`src/shared/vco_band_params.svh`:
```
// Constants for the oscillator band search control block.
// Included by the package and by the band search control module; holds definitions only.
`ifndef VCO_BAND_PARAMS_SVH
`define VCO_BAND_PARAMS_SVH
`define BAND_W 7
`define BAND_LOW_END 7'h00
`define BAND_HIGH_END 7'h7f
`define BAND_START 7'h40
`define SEARCH_PD_CYCLES 1500
`define BAND_STEPS 7
`define CT_VOLT_RESET 5'h10
`define CT_VOLT_HIGH_BAND 5'h0c
`define LO_BUF_HIGH_FREQ 4'hc
`define BAND_FACTOR_RESET 2'h1
`define OSC_SEL_RESET 2'h0
`define LO_DIV_RESET 1'h0
`define CORE_I_RESET 3'h4
`define LO_BUF_RESET 4'h8
`endif

```
`src/shared/vco_band_pkg.sv`:
```
// Types shared by the band search control block.
// Assumes the constants header is on the include path.
`include "vco_band_params.svh"
package vco_band_pkg;
    // Search sequencer states.
    typedef enum logic [2:0] {
        st_idle,
        st_step,
        st_settle,
        st_done,
        st_lock
    } search_state_t;
    // Oscillator choice; code 3 is unused and falls back to the third.
    typedef logic [1:0] osc_sel_t;
endpackage : vco_band_pkg

```
`src/hdl/pd_tick_gen.sv`:
```
// Phase detector tick generator.
// Assumes the phase detector clock level arrives synchronous to the system clock.
`timescale 1ns/100ps
module pd_tick_gen (
    input wire logic i_clk_sys,
    input wire logic i_rst,
    input wire logic i_ce,
    input wire logic i_pd_clk,
    output logic o_tick
);
    // Previous level of the phase detector clock.
    logic prev_reg;

    // Store the level so a rising edge can be seen.
    always_ff @(posedge i_clk_sys) begin
        if (i_rst) begin
            prev_reg <= 1'b0;
        end else if (i_ce) begin
            prev_reg <= i_pd_clk;
        end
    end

    // One tick per rising phase detector edge.
    assign o_tick = i_ce & i_pd_clk & ~prev_reg;
endmodule : pd_tick_gen

```
`src/hdl/vco_band_select_control.sv`:
```
// Band search and oscillator setting control around a three oscillator core.
// Assumes all inputs are synchronous to i_clk_sys and the comparator is settled per tick.
//
// How it works
// - Select word picks one of three oscillators.
// - Band is a seven bit index, 128 bands.
// - Enable pin rising starts a band search.
// - Target comes from second bank frequency settings.
// - Capacitance switched in step by step.
// - Loop lock allowed only after search ends.
// - Chosen band shown in readable result field.
// - Result 0 or 127 means search failed.
// - Result 1 to 126 means success.
// - Search takes about 1500 detector clocks.
// - Search disabled uses preset band instead.
// - Coarse tune voltage resets to sixteen.
// - Divide oscillator output by two or four.
// - Core current word sets oscillator bias.
`timescale 1ns/100ps
`include "vco_band_params.svh"
module vco_band_select_control
    import vco_band_pkg::*;
#(
    parameter int SEARCH_CYCLES = `SEARCH_PD_CYCLES,
    parameter int BAND_WIDTH = `BAND_W
) (
    input wire logic i_clk_sys,
    input wire logic i_rst,
    input wire logic i_ce,
    input wire logic i_pd_clk,
    input wire logic i_chip_enable_pin,
    input wire logic i_band_search_enable,
    input wire logic [BAND_WIDTH-1:0] i_band_preset,
    input wire logic [1:0] i_oscillator_select,
    input wire logic i_lo_divide_select,
    input wire logic [2:0] i_oscillator_core_current,
    input wire logic [4:0] i_coarse_tune_voltage,
    input wire logic i_coarse_tune_voltage_wr,
    input wire logic [3:0] i_lo_buffer_current,
    input wire logic [1:0] i_band_select_factor,
    input wire logic i_osc_too_fast,
    output logic [BAND_WIDTH-1:0] o_band_result,
    output logic o_search_failed,
    output logic o_search_ok,
    output logic o_search_busy,
    output logic o_lock_allow,
    output logic [BAND_WIDTH-1:0] o_band_ctrl,
    output logic [2:0] o_osc_active,
    output logic o_lo_div4,
    output logic [2:0] o_core_bias,
    output logic [4:0] o_ct_voltage,
    output logic [3:0] o_lo_buffer_bias,
    output logic [1:0] o_band_factor
);
    // Width of the detector tick counter within one step.
    localparam int CW = 11;
    // Detector ticks per search step, whole search spread over seven steps.
    localparam logic [CW-1:0] STEP_TICKS = CW'(SEARCH_CYCLES / `BAND_STEPS);

    search_state_t state_reg;          // Sequencer state.
    logic en_prev_reg;                 // Enable pin level one cycle ago.
    logic [BAND_WIDTH-1:0] band_reg;   // Band applied to the resonator.
    logic [BAND_WIDTH-1:0] bit_reg;    // One hot trial bit of the search.
    logic [CW-1:0] tick_cnt_reg;       // Detector ticks within the step.
    logic [BAND_WIDTH-1:0] result_reg; // Readable band result.
    logic [4:0] ct_volt_reg;           // Coarse tuning voltage setting.
    logic pd_tick;                     // One cycle per detector edge.
    logic en_rise;                     // Enable pin rising.

    // Detector edge detector, driving the search pace.
    pd_tick_gen u_pd_tick_gen (
        .i_clk_sys(i_clk_sys),
        .i_rst(i_rst),
        .i_ce(i_ce),
        .i_pd_clk(i_pd_clk),
        .o_tick(pd_tick)
    );

    // Remember the enable level for edge detection.
    always_ff @(posedge i_clk_sys) begin
        if (i_rst) begin
            en_prev_reg <= 1'b0;
        end else if (i_ce) begin
            en_prev_reg <= i_chip_enable_pin;
        end
    end

    assign en_rise = i_ce & i_chip_enable_pin & ~en_prev_reg;

    // Successive approximation search: set a trial bit, keep it if too fast.
    always_ff @(posedge i_clk_sys) begin
        if (i_rst) begin
            state_reg <= st_idle;
            band_reg <= `BAND_START;
            bit_reg <= `BAND_START;
            tick_cnt_reg <= '0;
            result_reg <= '0;
        end else if (i_ce) begin
            if (en_rise && !i_band_search_enable) begin
                // Preset band applied directly, no search.
                band_reg <= i_band_preset;
                result_reg <= i_band_preset;
                state_reg <= st_lock;
            end else if (en_rise) begin
                // New search from mid band; target is on the comparator.
                band_reg <= `BAND_START;
                bit_reg <= `BAND_START;
                tick_cnt_reg <= '0;
                state_reg <= st_step;
            end else begin
                unique case (state_reg)
                    st_idle: begin
                        // Waiting for an enable rise.
                        tick_cnt_reg <= '0;
                    end
                    st_step: begin
                        // Let the oscillator settle for one step time.
                        if (pd_tick) begin
                            if (tick_cnt_reg == STEP_TICKS - CW'(1)) begin
                                tick_cnt_reg <= '0;
                                state_reg <= st_settle;
                            end else begin
                                tick_cnt_reg <= tick_cnt_reg + CW'(1);
                            end
                        end
                    end
                    st_settle: begin
                        // More capacitance lowers the frequency.
                        if (!i_osc_too_fast) begin
                            band_reg <= (band_reg & ~bit_reg) | (bit_reg >> 1);
                        end else begin
                            band_reg <= band_reg | (bit_reg >> 1);
                        end
                        bit_reg <= bit_reg >> 1;
                        state_reg <= (bit_reg == 7'h01) ? st_done : st_step;
                    end
                    st_done: begin
                        // Publish the chosen band.
                        result_reg <= band_reg;
                        state_reg <= st_lock;
                    end
                    st_lock: begin
                        // Loop may lock; stay until the enable pin falls.
                        if (!i_chip_enable_pin) begin
                            state_reg <= st_idle;
                        end
                    end
                endcase
            end
        end
    end

    // Final trial bit resolves the last band bit, reaching both ends 0 and 127.
    // Coarse tuning voltage starts at sixteen and follows host writes.
    always_ff @(posedge i_clk_sys) begin
        if (i_rst) begin
            ct_volt_reg <= `CT_VOLT_RESET;
        end else if (i_ce && i_coarse_tune_voltage_wr) begin
            ct_volt_reg <= i_coarse_tune_voltage;
        end
    end

    // Status decode of the result field.
    assign o_search_failed = (result_reg == `BAND_LOW_END) || (result_reg == `BAND_HIGH_END);
    assign o_search_ok = !o_search_failed;
    assign o_band_result = result_reg;
    assign o_search_busy = (state_reg == st_step) || (state_reg == st_settle);
    assign o_lock_allow = (state_reg == st_lock);
    assign o_band_ctrl = band_reg;
    assign o_ct_voltage = ct_volt_reg;

    logic [2:0] osc_active_reg; // One hot oscillator enable.
    logic lo_div4_reg;          // Divide by four when set.
    logic [2:0] core_bias_reg;  // Oscillator core bias word.
    logic [3:0] lo_buf_reg;     // LO buffer bias word.
    logic [1:0] factor_reg;     // Band select factor.

    // Settings pass through one flop stage so the core never sees a half changed word.
    // The core therefore follows a new setting one clock after it is driven.
    always_ff @(posedge i_clk_sys) begin
        if (i_rst) begin
            osc_active_reg <= 3'h1 << `OSC_SEL_RESET;
            lo_div4_reg <= `LO_DIV_RESET;
            core_bias_reg <= `CORE_I_RESET;
            lo_buf_reg <= `LO_BUF_RESET;
            factor_reg <= `BAND_FACTOR_RESET;
        end else if (i_ce) begin
            // One hot enable; select code 3 falls back to the third oscillator.
            osc_active_reg <= (i_oscillator_select == 2'h0) ? 3'h1 :
                              (i_oscillator_select == 2'h1) ? 3'h2 : 3'h4;
            lo_div4_reg <= i_lo_divide_select;
            core_bias_reg <= i_oscillator_core_current;
            // Buffer current and band factor are host choices.
            lo_buf_reg <= i_lo_buffer_current;
            factor_reg <= i_band_select_factor;
        end
    end

    // Registered settings drive the core.
    assign o_osc_active = osc_active_reg;
    assign o_lo_div4 = lo_div4_reg;
    assign o_core_bias = core_bias_reg;
    assign o_lo_buffer_bias = lo_buf_reg;
    assign o_band_factor = factor_reg;

    // Assertions.
    a_lock_after_search: assert property (@(posedge i_clk_sys) disable iff (i_rst)
        o_lock_allow |-> !o_search_busy) else $error("lock during search");
    a_rise_starts: assert property (@(posedge i_clk_sys) disable iff (i_rst)
        en_rise && i_band_search_enable |=> o_search_busy) else $error("no search");
    a_preset_loads: assert property (@(posedge i_clk_sys) disable iff (i_rst)
        en_rise && !i_band_search_enable |=> o_band_result == $past(i_band_preset))
        else $error("preset not applied");
    a_fail_code: assert property (@(posedge i_clk_sys) disable iff (i_rst)
        o_search_failed == (o_band_result == 7'h00 || o_band_result == 7'h7f))
        else $error("fail decode");
    a_ok_code: assert property (@(posedge i_clk_sys) disable iff (i_rst)
        o_search_ok |-> o_band_result inside {[7'h01:7'h7e]}) else $error("ok decode");
    a_done_publish: assert property (@(posedge i_clk_sys) disable iff (i_rst)
        i_ce && state_reg == st_done && !en_rise |=> o_band_result == $past(band_reg))
        else $error("result not published");
    a_ct_reset: assert property (@(posedge i_clk_sys)
        !i_rst && $past(i_rst) |-> o_ct_voltage == 5'h10) else $error("ct reset value");
    a_osc_onehot: assert property (@(posedge i_clk_sys) disable iff (i_rst)
        $onehot(o_osc_active)) else $error("oscillator select");
    a_step_shift: assert property (@(posedge i_clk_sys) disable iff (i_rst)
        i_ce && state_reg == st_settle && !en_rise |=> bit_reg == ($past(bit_reg) >> 1))
        else $error("step not advanced");
    c_search_done: cover property (@(posedge i_clk_sys) state_reg == st_done);
    c_preset_path: cover property (@(posedge i_clk_sys) en_rise && !i_band_search_enable);
    c_fail_result: cover property (@(posedge i_clk_sys) o_search_failed && o_lock_allow);
endmodule : vco_band_select_control

```
`config.mk`:
```
export PLATFORM = sky130hd
export DESIGN_NAME = vco_band_select_control
export DESIGN_NICKNAME = d
export VERILOG_FILES = /design/src/shared/vco_band_pkg.sv /design/src/hdl/pd_tick_gen.sv /design/src/hdl/vco_band_select_control.sv
export VERILOG_INCLUDE_DIRS = /design/src /design/src/shared
export SDC_FILE = /design/constraint.sdc
export NUM_CORES = 1
export LEC_CHECK = 0
export BUFFER_PORTS_ARGS = -buffer_cell sky130_fd_sc_hd__buf_2
export CORE_ASPECT_RATIO = 0.7
export CORE_UTILIZATION = 45
export CTS_BUF_LIST = sky130_fd_sc_hd__clkbuf_8
export DETAILED_ROUTE_END_ITERATION = 10
export GPL_TIMING_DRIVEN = 0
export PLACE_DENSITY = 0.82
export SYNTH_ARGS = -nofsm -noshare
export SYNTH_HDL_FRONTEND = slang
export SYNTH_SLANG_ARGS = --single-unit
```
`constraint.sdc`:
```
create_clock -name i_clk_sys -period 4.3 [get_ports i_clk_sys]
set_input_delay 0.215 -clock i_clk_sys [delete_from_list [all_inputs] [get_ports i_clk_sys]]
set_output_delay 0.215 -clock i_clk_sys [all_outputs]
set_load 0.03 [all_outputs]
```
# After elaboration in Yosys (flattened, before gate mapping)
# Cells that the tools add are included.
[op_classes]
addsub = 1
n_eq_ne = 13
muxes = 22
bitwise_logic = 11
reduce_logical = 19
[ops]
columns = ["operator", "n"]
rows = [
  ["7-bit 2-to-1 mux", 9],
  ["11-bit 2-to-1 mux", 3],
  ["11-bit one-hot mux with 2 select lines", 1],
  ["3-bit 2-to-1 mux", 7],
  ["7-bit by 6-bit bitwise OR with 7-bit output", 2],
  ["3-bit one-hot mux with 4 select lines", 1],
  ["11-bit by 1-bit adder with 11-bit output, second input constant", 1],
  ["11-bit by 8-bit equality test with 1-bit output, second input constant", 1],
  ["4-bit != test, second input constant", 2],
  ["7-bit bitwise AND", 1],
  ["7-bit by 1-bit equality test with 1-bit output, second input constant", 1],
  ["7-bit equality test, second input constant", 1],
  ["7-bit zero test", 1],
  ["7-bit inverter", 1],
  ["3-bit by 2-bit equality test with 1-bit output, second input constant", 2],
  ["3-bit AND reduction", 2],
  ["3-bit nonzero test", 2],
  ["6-bit nonzero test", 1],
  ["5-bit AND reduction", 1],
  ["1-bit bitwise AND", 4],
  ["4-bit by 2-bit != test with 1-bit output, second input constant", 1],
  ["4-bit AND reduction", 1],
  ["2-bit nonzero test", 2],
  ["3-bit by 1-bit equality test with 1-bit output, second input constant", 1],
  ["other kinds (12)", 17],
]
[totals]
regBits = 55
inputBits = 32
word_cells = 79

# Longest topological paths before layout
# Gate-level depths: netlist of run 1.
[depth]
ltp_word = 7
mapped_depth = 7

# Cells and area by module
# A second synthesis of run 1 with hierarchy kept.
[hier_totals]
cells_unflattened = 291
area_unflattened_um2 = 2585.0
[modules_own_cells]
columns = ["module", "n_inst", "cells_each", "area_per_inst_um2", "seq_area_each_um2"]
rows = [
  ["vco_band_select_control", 1, 286, 2542.4, 1081.0],
  ["pd_tick_gen", 1, 5, 42.5, 20.0],
]

# Worst setup path before layout of run 1
# Ideal clock, no wire load.
[synth_timing]
path_type = "flip-flop to output port"
startpoint = "register result_reg[6] (netlist: o_band_result[6])"
endpoint = "output port o_search_ok"
arrival_time_ps = 1759
t_required_ps = 4085
slack_ps = 2326
stages_incl_launch_ff = 4
path_cell_list = "dfxtp_1 > nand4_1 > o21ai_0 > inv_1"
[synth_between]
elab_chain_cells = 3
word_cells_on_any_way = 4
cone_classes = "eq/ne (1); reduce/logical (3)"
[synth_rtl]
columns = ["element", "line", "text"]
rows = [
  ["from (decl)", "vco_band_select_control.sv:65", "logic [BAND_WIDTH-1:0] result_reg;"],
  ["from (signal assigned)", "vco_band_select_control.sv:102", "result_reg <= i_band_preset;"],
  ["from (signal assigned)", "vco_band_select_control.sv:139", "result_reg <= band_reg;"],
  ["7-bit equality test (no line) or 7-bit zero test (tied branches)", "n/a", ""],
  ["1-bit logical OR (*)", "vco_band_select_control.sv:164", "assign o_search_failed = (result_reg == `BAND_LOW_END) || (result_reg == `BAND_HIGH_END);"],
  ["named net o_search_failed", "vco_band_select_control.sv:43", "output logic o_search_failed,"],
  ["1-bit zero test (*)", "vco_band_select_control.sv:165", "assign o_search_ok = !o_search_failed;"],
  ["to (decl)", "vco_band_select_control.sv:44", "output logic o_search_ok,"],
]
# Mark *: on every way through the listed nets, which the timed path passes. The rest lies on a longest branch.

# Worst setup path after layout of run 1
[layout_timing]
startpoint = "register tick_cnt_reg[0]"
endpoint = "register tick_cnt_reg[8]"
[layout_between]
elab_chain_cells = 5
word_cells_on_any_way = 6
cone_classes = "add/sub (1); eq/ne (1); mux (4)"
[layout_rtl]
columns = ["element", "line", "text"]
rows = [
  ["from (decl)", "vco_band_select_control.sv:64", "logic [CW-1:0] tick_cnt_reg;"],
  ["from (signal assigned)", "vco_band_select_control.sv:123", "tick_cnt_reg <= tick_cnt_reg + CW'(1);"],
  ["11-bit by 1-bit adder with 11-bit output or 11-bit by 8-bit equality test with 1-bit output (tied branches)", "vco_band_select_control.sv:123, vco_band_select_control.sv:119", ""],
  ["11-bit 2-to-1 mux (*)", "vco_band_select_control.sv:119", "if (tick_cnt_reg == STEP_TICKS - CW'(1)) begin"],
  ["11-bit 2-to-1 mux (*)", "vco_band_select_control.sv:118", "if (pd_tick) begin"],
  ["11-bit one-hot mux with 2 select lines (*)", "vco_band_select_control.sv:111", "unique case (state_reg)"],
  ["11-bit 2-to-1 mux (*)", "vco_band_select_control.sv:104", "end else if (en_rise) begin"],
]
# Every way passes the cells marked *; elsewhere a longest branch is shown, timed or not. The select of a mux whose other input is x is not followed.
# A chain may end at the register's enable or synchronous reset.

==> results.md, run 1 <==
- Status: completed
- Area grow syn2layout: 19.86%
- Top fanout value on the critical path: 8
- Unrepaired setup endpoints after global routing: false
- Final setup fails: 0
- Most frequent cell after synthesis: dfxtp_1
- Synth Net Count: 323
- Max reg flops: 11
- Max-Cap Viols: 0
- Clk_lat worst skew: 0.32 ns
- FP Rows: 22
- Syn Inst Count: between 200 and 300
- Achievable Freq: 496.9 MHz
- Worst slew margin: a little under three fifths
- Post-Syn Area: roughly 2600 um^2
- Ys async rst share: 0%
- Met1 usage: 32.09%
- Post-DR vias/cell: 5.722
- Seq cells post-synth: 55
- Worst IR Drop VDD: 0.1774 mV
- I/O Pins: between 60 and 70
- IO buf count: 67
- WL final: 6.508 mm
- GRT met3 Usage: 5.787%
- Layout Nets: 397
- Share of layout cells above drive strength 1: between 20 and 30%
- Max Slew Vio Count: 0
- Most used flip-flop cell after synthesis: dfxtp_1
- WHS: 0.1061 ns
- Leak: 1.243 nW
- WS Path Type: reg2reg
- CTS H-tree lvls: 2
- Post-synthesis sequential area ratio: 42.64%
- Worst Skew: 0.01012 ns
- Starting DRT DRC Count: 260
- Unique masters post-synth: 51
- M2 GR Usage: 34.07%
- CTS Buffer Depth: 2
- Worst R2R Path Depth: 6
- Slew @ Worst Pin: 0.6427 ns
- Worst Hold Endpoint: o_lo_buffer_bias[3]
- Multi-input logic area: 1394 um^2
- Worst R2R Setup Slack: 2.29 ns
- Cts repair resizes: 0
- Initial antenna violation count: 0
- Initial core utilization: 47.87%
- Final-report hold violation count: 0
- Core area: 5395 um^2
- Die Wd: 92.55 um
- Hold Startpoint: i_lo_buffer_current[3]
- Post-CTS setup buffer count: 0
- Most instantiated cells after synthesis: 55 x dfxtp_1, 38 x nor2_1, 22 x nand2_1, 22 x o21ai_0
- Vias: approximately 2,500
- Detailed-placement wirelength estimate: between 4 and 5 mm
- CP startpoint kind: flip-flop
- GRT Total Usage: between 20% and 30%
- Final ANT Viol Nets: 0
- Hold Path Depth: 2
- CP Capture Type: flip-flop
- Pin count of the biggest net entering global routing: 18
- Sink Count: 55
- Worst reg2reg endpoint: tick_cnt_reg[8]
- Hold Path Class: in2reg
- Synth area leaders: dfxtp_1 43%, mux2i_1 5.8%, nor2_1 5.5%
- Post-route DRC: 0
- Gr ovfl total: 0
- Avg Inst Size Synth: 8.936 um^2
- Leading area contributor after synthesis: dfxtp_1
- Register area: 1101 um^2
- CTS tree: yes
- Post-synth top area share: a little over two fifths
- Pre-antenna DRT Iters: 5
- Clk slew on worst S/H paths: ~0.10 ns
- Period Utilization, post-route: 46.80%
- Global-route wire length before repair: 10.81 mm
- Tmin final: 2.012 ns
- Drt wl/cell: 14.93 um
- Worst EP arrival: 2.22 ns
- EDFF count, synth: 0
- Hold_buf cts: 0
- Worst EP required: 4.51 ns
- Warnings, synthesis: 0
- Die Y: 65.38 um
- Fillers: 514
- Root buf cell: clkbuf_8
- P per Cell Area: 327.5 nW/um^2
- Die area: 6051 um^2
- Most Crowded Layer GR: met2
- Number of global-route vias before repair: 2,248
- GP Congestion: 0.9108
- Setup TNS: 0 ns
- CTS buffer count: 5
- Antenna cell count: 0
- Reg2Reg Launch Point: tick_cnt_reg[0]
-- worst max-delay path by stage --
stage                     cells past startpoint  slack (ns)         endpoint              from
after detailed placement                      6        2.28  tick_cnt_reg[8]   tick_cnt_reg[0]
after CTS                                     6        2.27  tick_cnt_reg[8]   tick_cnt_reg[0]
after floorplan                               3        2.33      o_search_ok  o_band_result[6]
after global placement                        6        2.41  tick_cnt_reg[8]   tick_cnt_reg[0]
final                                         6        2.29  tick_cnt_reg[8]   tick_cnt_reg[0]
after global routing                          6        2.18  tick_cnt_reg[8]   tick_cnt_reg[0]
-- report_power, final --
group / total [W] / switching, W / internal (W)
Clock: 0.000286 / 0.000171 / 0.000115
Sequential: 0.000539 / 0.0000117 / 0.000528
Combinational: 0.000188 / 0.000125 / 0.0000632
Total: 0.00101 / 0.000308 / 0.000706
-- cell type report --
cell class | count | area share (%)
multi-input combinational | 215 | 45.03
sequential | 55 | 35.57
timing repair buffer | 67 | 10.83
tap | 72 | 2.910
buffer | 16 | 2.466
clock buffer | 5 | 2.223
clock inverter | 3 | 0.6063
inverter | 3 | 0.3638
-- per-stage QoR --
step | utilization [%] | area [um^2] | cells | total power (W) | worst slack, ns
CTS | 57.37 | 3095 | 436 | 0.001018 | 2.269
floorplan | - | 2582 | 289 | 0.0006756 | 2.326
global placement | 55.75 | 3008 | 428 | 0.0007326 | 2.409
finish | 57.37 | 3095 | 436 | 0.001014 | 2.288
global route | 57.37 | 3095 | 436 | 0.001058 | 2.175
detailed placement | 55.75 | 3008 | 428 | 0.0007377 | 2.282
-- critical path, stage by stage (launching register included) --
cell	delay (ns)
dfxtp_1	0.40
ha_1	0.25
nand4bb_4	0.14
nor3_2	0.49
nor3_1	0.17
and3_1	0.21
a221o_1	0.25
-- layer usage --
| layer | up-vias | part of all wire [%] |
|---|---|---|
| li1 | 1212 | - |
| met1 | 1154 | 47 |
| met2 | 118 | 41 |
| met3 | 11 | 10 |
| met4 | 0 | 1.6 |
| met5 | - | 0 |
-- layout by cell type (no fill, tap or decap), types with 3 or more instances in the layout --
cell,netlist,routed
a211o_1,5,5
a21oi_1,15,15
a222oi_1,3,3
a22oi_1,8,8
a311oi_1,6,6
and2_1,3,3
and3_1,4,4
buf_2,4,71
clkbuf_1,9,9
clkbuf_8,0,5
dfxtp_1,55,55
inv_1,3,3
mux2i_1,15,15
nand2_1,22,22
nand2b_1,8,8
nand3_1,8,8
nand3b_1,5,5
nor2_1,38,38
nor2b_1,4,4
nor3_1,5,5
nor4_1,8,8
o21ai_0,22,22
o31ai_1,3,3
-- cells by family (layout without fill, tap and decap cells) --
logic type               after synthesis  after routing  synth area share [%]
AO/OA/AOI/OAI                         73             73                 19.82
XOR/XNOR                               2              2                0.6784
adder cells (fa/ha/maj)                2              2                0.9688
buffers and inverters                 19             94                 3.391
flip-flops                            55             55                 42.64
multiplexers                          15             15                 5.814
AND/OR/NAND/NOR                      123            123                 26.70
Note: power is estimated with default switching activity, not from simulation.
==> run 2: changes to the inputs <==
- ABC_AREA: unset -> 1
- PLACE_DENSITY: 0.82 -> 0.84
- clock period: 4.3 -> 1.75 ns (I/O delays scaled with it)
==> run 2 against run 1 <==
  * Synthesized area grew 2.5%
  * Count of clock-buffer cells in the layout is 1 higher
  * Flip-flop and latch count did not move
  * Synthesized cell count is 41% higher
  * Cell count is 30% higher
  * Combinational power rose to 2.9 times the previous value
  * Clock power grew to 2.7 times the previous value
  * Fmax grew 30%
  * Critical path type unchanged
==> results.md, run 2 <==
- Leading area contributor after synthesis: dfxtp_1 (unchanged)
- Die area: 6196 um^2 (was 6051 um^2)
- Warnings, synthesis: 0 (unchanged)
- Post-route DRC: 0 (unchanged)
- Sw Share: 31.60% (was 30.35%)
- WP buf/inv: 1 (was 0)
- Commonest cells after routing, fill and taps aside: 122 x nand2_1, 69 x buf_2, 63 x nor2_1, 54 x dfxtp_1, 32 x inv_1 (was 71 x buf_2, 55 x dfxtp_1, 38 x nor2_1, 22 x nand2_1, 22 x o21ai_0)
- Period Utilization, post-route: 88.58% (was 46.80%)
- P per Cell Area: 809.5 nW/um^2 (was 327.5 nW/um^2)
- GP Congestion: 0.8920 (was 0.9108)
- Max-Cap Viols: 0 (unchanged)
- Hold Path Class: in2reg (unchanged)
- Worst IR Drop VDD: 0.5050 mV (was 0.1774 mV)
- Core area: 5450 um^2 (was 5395 um^2)
- Synth Area in Adders: 0.9456% (was 0.9690%)
- Gr ovfl total: 0 (unchanged)
- Final setup fails: 0 (unchanged)
- Global-route wire length before repair: 11.67 mm (was 10.81 mm)
- CP peak stage delay: 0.41 ns (was 0.49 ns)
- FP Rows: 22 (unchanged)
- Seq cells post-synth: 55 (unchanged)
- CTS H-tree lvls: 2 (unchanged)
- Status: completed (unchanged)
- Synth area leaders: dfxtp_1 42%, nand2_1 17%, nor2_1 8.9% (was dfxtp_1 43%, mux2i_1 5.8%, nor2_1 5.5%)
- Int Pwr: 0.001821 W (was 0.0007060 W)
- Clk slew on worst S/H paths: 0.10 ns (about the same)
- Detailed-placement wirelength estimate: 5.013 mm (was 4.868 mm)
- Post-synth top area share: 41.61% (was 42.64%)
- Final-report hold violation count: 0 (unchanged)
- EDFF count, synth: 0 (unchanged)
- WL final: 7.010 mm (was 6.508 mm)
- Unique masters post-synth: 28 (was 51)
- XOR/XNOR share of the synthesized area: 0.3310% (was 0.6783%)
- Final ANT Viol Nets: 0 (unchanged)
- Combinational share of power: 20.5% (was 18.5%)
- Most frequent cell after synthesis: nand2_1 (was dfxtp_1)
- WS Path Type: reg2reg (unchanged)
- Ys async rst share: 0% (unchanged)
- GRT Total Usage: 24.06% (was 23.01%)
- Synth Area in Simple Gates: 36.03% (was 26.70%)
- Most common cell after layout, fill and taps aside: nand2_1 (was buf_2)
- CP Capture Type: flip-flop (unchanged)
- Fillers: 512 (was 514)
- Delay-heaviest family, CP: simple AND/OR/NAND/NOR gates (unchanged)
- Pre-antenna DRT Iters: 5 (unchanged)
- Worst Skew: 0.01035 ns (was 0.01012 ns)
- Slew @ Worst Pin: 0.5703 ns (was 0.6427 ns)
- CP cell instances: ha_1 > nand2_1 > nor2_1 > nand2_1 > inv_1 > nand2_1 > nand2_1 > nand2_1 > nand2_1 > a21oi_1 (was ha_1 > nand4bb_4 > nor3_2 > nor3_1 > and3_1 > a221o_1)
- Post-DR vias/cell: 5.191 (was 5.722)
- WHS: 0.01386 ns (was 0.1061 ns)
- Unrepaired setup endpoints after global routing: false (unchanged)
- Worst slew margin: 61.98% (was 56.80%)
- Syn Inst Count: 407 (was 289)
- CTS buffer count: 5 (unchanged)
- Critical path's slowest cell: dfxtp_1 (was nor3_2)
- Clock Power Share: 28.6% (was 28.2%)
- Clk_lat worst skew: 0.31 ns (was 0.32 ns)
- Achievable Freq: 645.1 MHz (was 496.9 MHz)
- Multi-input logic area: 1324 um^2 (was 1394 um^2)
- Share of layout cells above drive strength 1: 19.27% (was 25.27%)
- Finished Layout Cells: 565 (was 436)
- Initial core utilization: 48.55% (was 47.87%)
- IO buf count: 66 (was 67)
- Post-synthesis mux area share: 0% (was 5.814%)
- Psw: 0.0008413 W (was 0.0003076 W)
- Layout Nets: 526 (was 397)
- Number of global-route vias before repair: 2,548 (was 2,248)
- Setup WS pre-CTS: 0.2168 ns (was 2.282 ns)
- Drt wl/cell: 12.41 um (was 14.93 um)
- Leak: 1.556 nW (was 1.243 nW)
- Die Y: 66.16 um (was 65.38 um)
- Worst EP required: 1.93 ns (was 4.51 ns)
- Pin count of the biggest net entering global routing: 19 (was 18)
- Max Slew Vio Count: 0 (unchanged)
- Max reg flops: 11 (unchanged)
- Post-CTS setup buffer count: 0 (unchanged)
- Antenna cell count: 0 (unchanged)
- Cell count after placement: 545 (was 428)
- Post-Syn Area: 2646 um^2 (was 2582 um^2)
- Most used flip-flop cell after synthesis: dfxtp_1 (unchanged)
- Area grow syn2layout: 24.30% (was 19.86%)
- Combinational family with the most area after synthesis: simple AND/OR/NAND/NOR gates (unchanged)
- Starting DRT DRC Count: 313 (was 260)
- Synth Net Count: 441 (was 323)
- Top fanout value on the critical path: 5 (was 8)
- Sink Count: 55 (unchanged)
- Most instantiated cells after synthesis: 122 x nand2_1, 63 x nor2_1, 55 x dfxtp_1, 32 x inv_1, 31 x a21oi_1 (was 55 x dfxtp_1, 38 x nor2_1, 22 x nand2_1, 22 x o21ai_0)
- Post-synthesis sequential area ratio: 41.61% (was 42.64%)
- Worst EP arrival: 1.73 ns (was 2.22 ns)
- CTS tree: yes (unchanged)
- Setup ws final: 0.1998 ns (was 2.288 ns)
- Worst R2R Setup Slack: 0.20 ns (was 2.29 ns)
- Sequential Power Share: 50.9% (was 53.2%)
- Root buf cell: clkbuf_8 (unchanged)
- Initial antenna violation count: 0 (unchanged)
- I/O Pins: 68 (unchanged)
- CTS Buffer Depth: 2 (unchanged)
- Avg Inst Size Synth: 6.502 um^2 (was 8.936 um^2)
- Compound-cell area share of the yosys netlist: 12.72% (was 19.82%)
- Setup TNS: 0 ns (unchanged)
- Vias: 2,933 (was 2,495)
- Critical Path Most Common Cell: nand2_1
- CP startpoint kind: flip-flop (unchanged)
- Die Wd: 93.66 um (was 92.55 um)
- Tmin final: 1.550 ns (was 2.012 ns)
- Register area: 1102 um^2 (was 1101 um^2)
[run 2: cell count changes after synthesis, sizes merged, moves of 5 or more]
cell and delta:
nand2b -8, nand3 +22, a21oi +16, a211o -5, nand2 +102, o21ai +5, inv +34, mux2i -15
a22oi -8, nor2 +27, a311oi -6, nor4 -10
[run 2: through the flow]
stage / power, W / cell area [um^2] / util [%]
floorplan: 0.001730 / 2646 / -
global placement: 0.001883 / 3067 / 56.27
detailed placement: 0.001894 / 3067 / 56.27
CTS: 0.002666 / 3288 / 60.33
global route: 0.002793 / 3289 / 60.35
finish: 0.002663 / 3289 / 60.35
[run 2: layer usage]
metal	GRT usage [%]	share of wire (%)
met1	34.35	48
met2	36.40	43
met3	5.057	8.5
met4	7.115	1.1
met5	0	0
[run 2: power groups by stage]
stage	sequential, W	combinational, W	clock [W]
global route	0.00136	0.000595	0.000835
detailed placement	0.00138	0.000514	0
finish	0.00136	0.000546	0.000761
CTS	0.00135	0.000536	0.000776
global placement	0.00138	0.000505	0
floorplan	0.00145	0.000278	0
[run 2: repair_timing]
action	in CTS	in global routing
hold buffers	12	0
gates resized for setup	0	1
setup endpoints to repair	0	2
endpoints found under the hold margin	11	0
[run 2: layout make-up]
cell class                 count  share of cell area [%]
buffer                        14                   2.396
clock buffer                   6                   2.510
clock inverter                 2                  0.5706
inverter                      38                   4.336
multi-input combinational    300                   40.24
sequential                    55                   33.51
tap                           72                   2.739
timing repair buffer          78                   13.69
[run 2: final timing paths]
kind                           end                         start  depth (start not counted)
setup / recovery  tick_cnt_reg[10]               tick_cnt_reg[1]                         10
setup reg to reg  tick_cnt_reg[10]               tick_cnt_reg[1]                         10
hold / removal      o_core_bias[1]  i_oscillator_core_current[1]                          3
hold reg to reg    o_osc_active[1]               o_osc_active[1]                          2
[run 2: kinds of logic after synthesis]
kind of cell	count (synthesis)
adders and majority gates	2
and+or+nand+nor	232
DFF	55
buffers and inverters	52
xor gates and xnor gates	1
AOI/OAI and AO/OA	65
[run 2: tightest hold or removal path, delay by kind of cell]
kind	cells	cell delay, ns
buffers and inverters	1	0.07
and+or+nand+nor	2	0.13
==> run 3: changes to the inputs <==
- MAX_ROUTING_LAYER: unset -> met4
- SLEW_MARGIN: unset -> 10
==> run 3 against run 2 <==
  * The run now ends with negative hold slack left
  * Count of clock-buffer cells in the layout decreased by 1
  * Total power increased by 3.4%
  * Combinational power decreased by 1%
  * Via count decreased by 0.95%
  * Sequential power about the same
  * Utilization decreased by 0.69 points
  * Critical path depth decreased by 1
  * Non-clock buffer count decreased by 5
  * Wire length increased by 0.49%
  * Critical path type unchanged
  * Highest routed layer unchanged
==> results.md, run 3 (synthesized netlist as in run 2, its figures left out) <==
- Status: finished, violations left (was completed)
- Failing checks: negative hold slack
- Worst EP required: 1.95 ns (was 1.93 ns)
- CTS buffer count: 5 (unchanged)
- Share of layout cells above drive strength 1: 19.47% (was 19.27%)
- CP cell instances: inv_2 > nand3_2 > buf_4 > nand2_1 > nor2_2 > nor2_2 > nand2_1 > nand2_1 > nor2_1 (was ha_1 > nand2_1 > nor2_1 > nand2_1 > inv_1 > nand2_1 > nand2_1 > nand2_1 > nand2_1 > a21oi_1)
- Top fanout value on the critical path: 10 (was 5)
- Die area: 6196 um^2 (unchanged)
- Global-route wire length before repair: 11.47 mm (was 11.67 mm)
- Critical path's slowest cell: dfxtp_1 (unchanged)
- Worst Skew: 0.01827 ns (was 0.01035 ns)
- Worst IR Drop VDD: 0.4441 mV (was 0.5050 mV)
- GP Congestion: 0.9047 (was 0.8920)
- WL final: 7.044 mm (was 7.010 mm)
- Final setup fails: 0 (unchanged)
- Detailed-placement wirelength estimate: 5.138 mm (was 5.013 mm)
- Post-route DRC: 0 (unchanged)
- Max reg flops: 11 (unchanged)
- Critical Path Most Common Cell: nand2_1 (unchanged)
- FP Rows: 22 (unchanged)
- Max Slew Vio Count: 0 (unchanged)
- Die Wd: 93.66 um (unchanged)
- Post-CTS setup buffer count: 0 (unchanged)
- Most common cell after layout, fill and taps aside: nand2_1 (unchanged)
- Achievable Freq: 635.5 MHz (was 645.1 MHz)
- Die Y: 66.16 um (unchanged)
- Placed inst area: 3067 um^2 (unchanged)
- Period Utilization, post-route: 89.92% (was 88.58%)
- Final Cell Area: 3252 um^2 (was 3289 um^2)
- CTS H-tree lvls: 2 (unchanged)
- Max-Cap Viols: 0 (unchanged)
- Slew @ Worst Pin: 0.6255 ns (was 0.5703 ns)
- WS Path Type: reg2reg (unchanged)
- Starting DRT DRC Count: 311 (was 313)
- Worst slew margin: 58.30% (was 61.98%)
- Tmin final: 1.574 ns (was 1.550 ns)
- Reg2Reg Launch Point: en_prev_reg (was tick_cnt_reg[1])
- Pin count of the biggest net entering global routing: 18 (was 19)
- Root buf cell: clkbuf_8 (unchanged)
- CTS Buffer Depth: 2 (unchanged)
- Final ANT Viol Nets: 0 (unchanged)
- IO buf count: 66 (unchanged)
- Hold Startpoint: i_oscillator_core_current[0] (was i_oscillator_core_current[1])
- Worst EP arrival: 1.77 ns (was 1.73 ns)
- CTS tree: yes (unchanged)
- Setup ws final: 0.1763 ns (was 0.1998 ns)
- Drt wl/cell: 12.58 um (was 12.41 um)
- Post-DR vias/cell: 5.188 (was 5.191)
- Initial antenna violation count: 0 (unchanged)
- Pre-antenna DRT Iters: 5 (unchanged)
- Setup TNS: 0 ns (unchanged)
- Clk slew on worst S/H paths: 0.10 ns (about the same)
- Leak: 1.546 nW (was 1.556 nW)
- Antenna cell count: 0 (unchanged)
- Final-report hold violation count: 2 (was 0)
- GRT Total Usage: 24.54% (was 24.06%)
- Commonest cells after routing, fill and taps aside: 122 x nand2_1, 69 x buf_2, 62 x nor2_1, 54 x dfxtp_1, 33 x inv_1 (was 122 x nand2_1, 69 x buf_2, 63 x nor2_1, 54 x dfxtp_1, 32 x inv_1)
- Setup WS pre-CTS: 0.2219 ns (was 0.2168 ns)
- Clk_lat worst skew: 0.32 ns (was 0.31 ns)
- Initial core utilization: 48.55% (unchanged)
- CP peak stage delay: 0.37 ns (was 0.41 ns)
- Unrepaired setup endpoints after global routing: false (unchanged)
- Tot Pwr: 0.002752 W (was 0.002663 W)
- Core area: 5450 um^2 (unchanged)
- CP Capture Type: flip-flop (unchanged)
- WHS: -0.001847 ns (was 0.01386 ns)
- Number of global-route vias before repair: 2,514 (was 2,548)
- CP startpoint kind: flip-flop (unchanged)
- Gr ovfl total: 0 (unchanged)
- Hold Path Class: in2reg (unchanged)
- I/O Pins: 68 (unchanged)
- Setup crit start: en_prev_reg (was tick_cnt_reg[1])
- Sink Count: 55 (unchanged)
- P per Cell Area: 846.3 nW/um^2 (was 809.5 nW/um^2)
- Area grow syn2layout: 22.88% (was 24.30%)
- Vias: 2,905 (was 2,933)
- Layout Nets: 521 (was 526)
[run 3: timing repair]
action / 4_1_cts / 5_1_grt
endpoints found under the setup margin: 0 / 1
hold buffers: 7 / 0
gates resized for setup: 0 / 2
hold endpoints to repair: 6 / 0
[run 3: final timing paths]
| check | endpoint | slack (ns) | cells past startpoint |
|---|---|---|---|
| max reg2reg | tick_cnt_reg[5] | 0.18 | 9 |
| max | tick_cnt_reg[5] | 0.18 | 9 |
| min reg2reg | o_lo_buffer_bias[3] | 0.47 | 2 |
| min | o_core_bias[0] | -0.002 | 3 |
[run 3: per-stage QoR]
stage | instances | hold slack [ns] | utilization, %
final | 560 | -0.001847 | 59.66
after global routing | 560 | 0.002173 | 59.66
after global placement | 545 | 0.2929 | 56.27
after floorplan | 407 | 0.1895 | -
after detailed placement | 545 | 0.2952 | 56.27
after CTS | 560 | 0.001562 | 59.60
[run 3: layout make-up]
class	count	area, um^2
clock buffers	5	68.82
flip-flops and latches	55	1102
inverters	38	142.6
clock inverters	3	42.54
multi-input cells	300	1326
plain buffers	14	78.83
repair buffers	73	400.4
well taps	72	90.09
fillers	522	2198
[run 3: critical path: cells and delay by family (launching register included)]
kind	cells	cell delay (ns)
and+or+nand+nor	7	0.83
DFF	1	0.37
buffers and inverters	2	0.26
[run 3: routing by layer]
layer  GRT usage [%]  share of wire (%)
met1           34.18                 48
met2           37.50                 43
met3           3.908                8.2
met4           5.769               0.95
met5               -                  0
[run 3: power breakdown]
group / total, W / leakage (nW) / internal, W / switching [W]
registers: 0.00136 / 0.450 / 0.00131 / 0.0000482
clock network: 0.000856 / 0.0599 / 0.000427 / 0.000429
logic: 0.000540 / 1.04 / 0.000175 / 0.000365
total: 0.00275 / 1.55 / 0.00191 / 0.000842
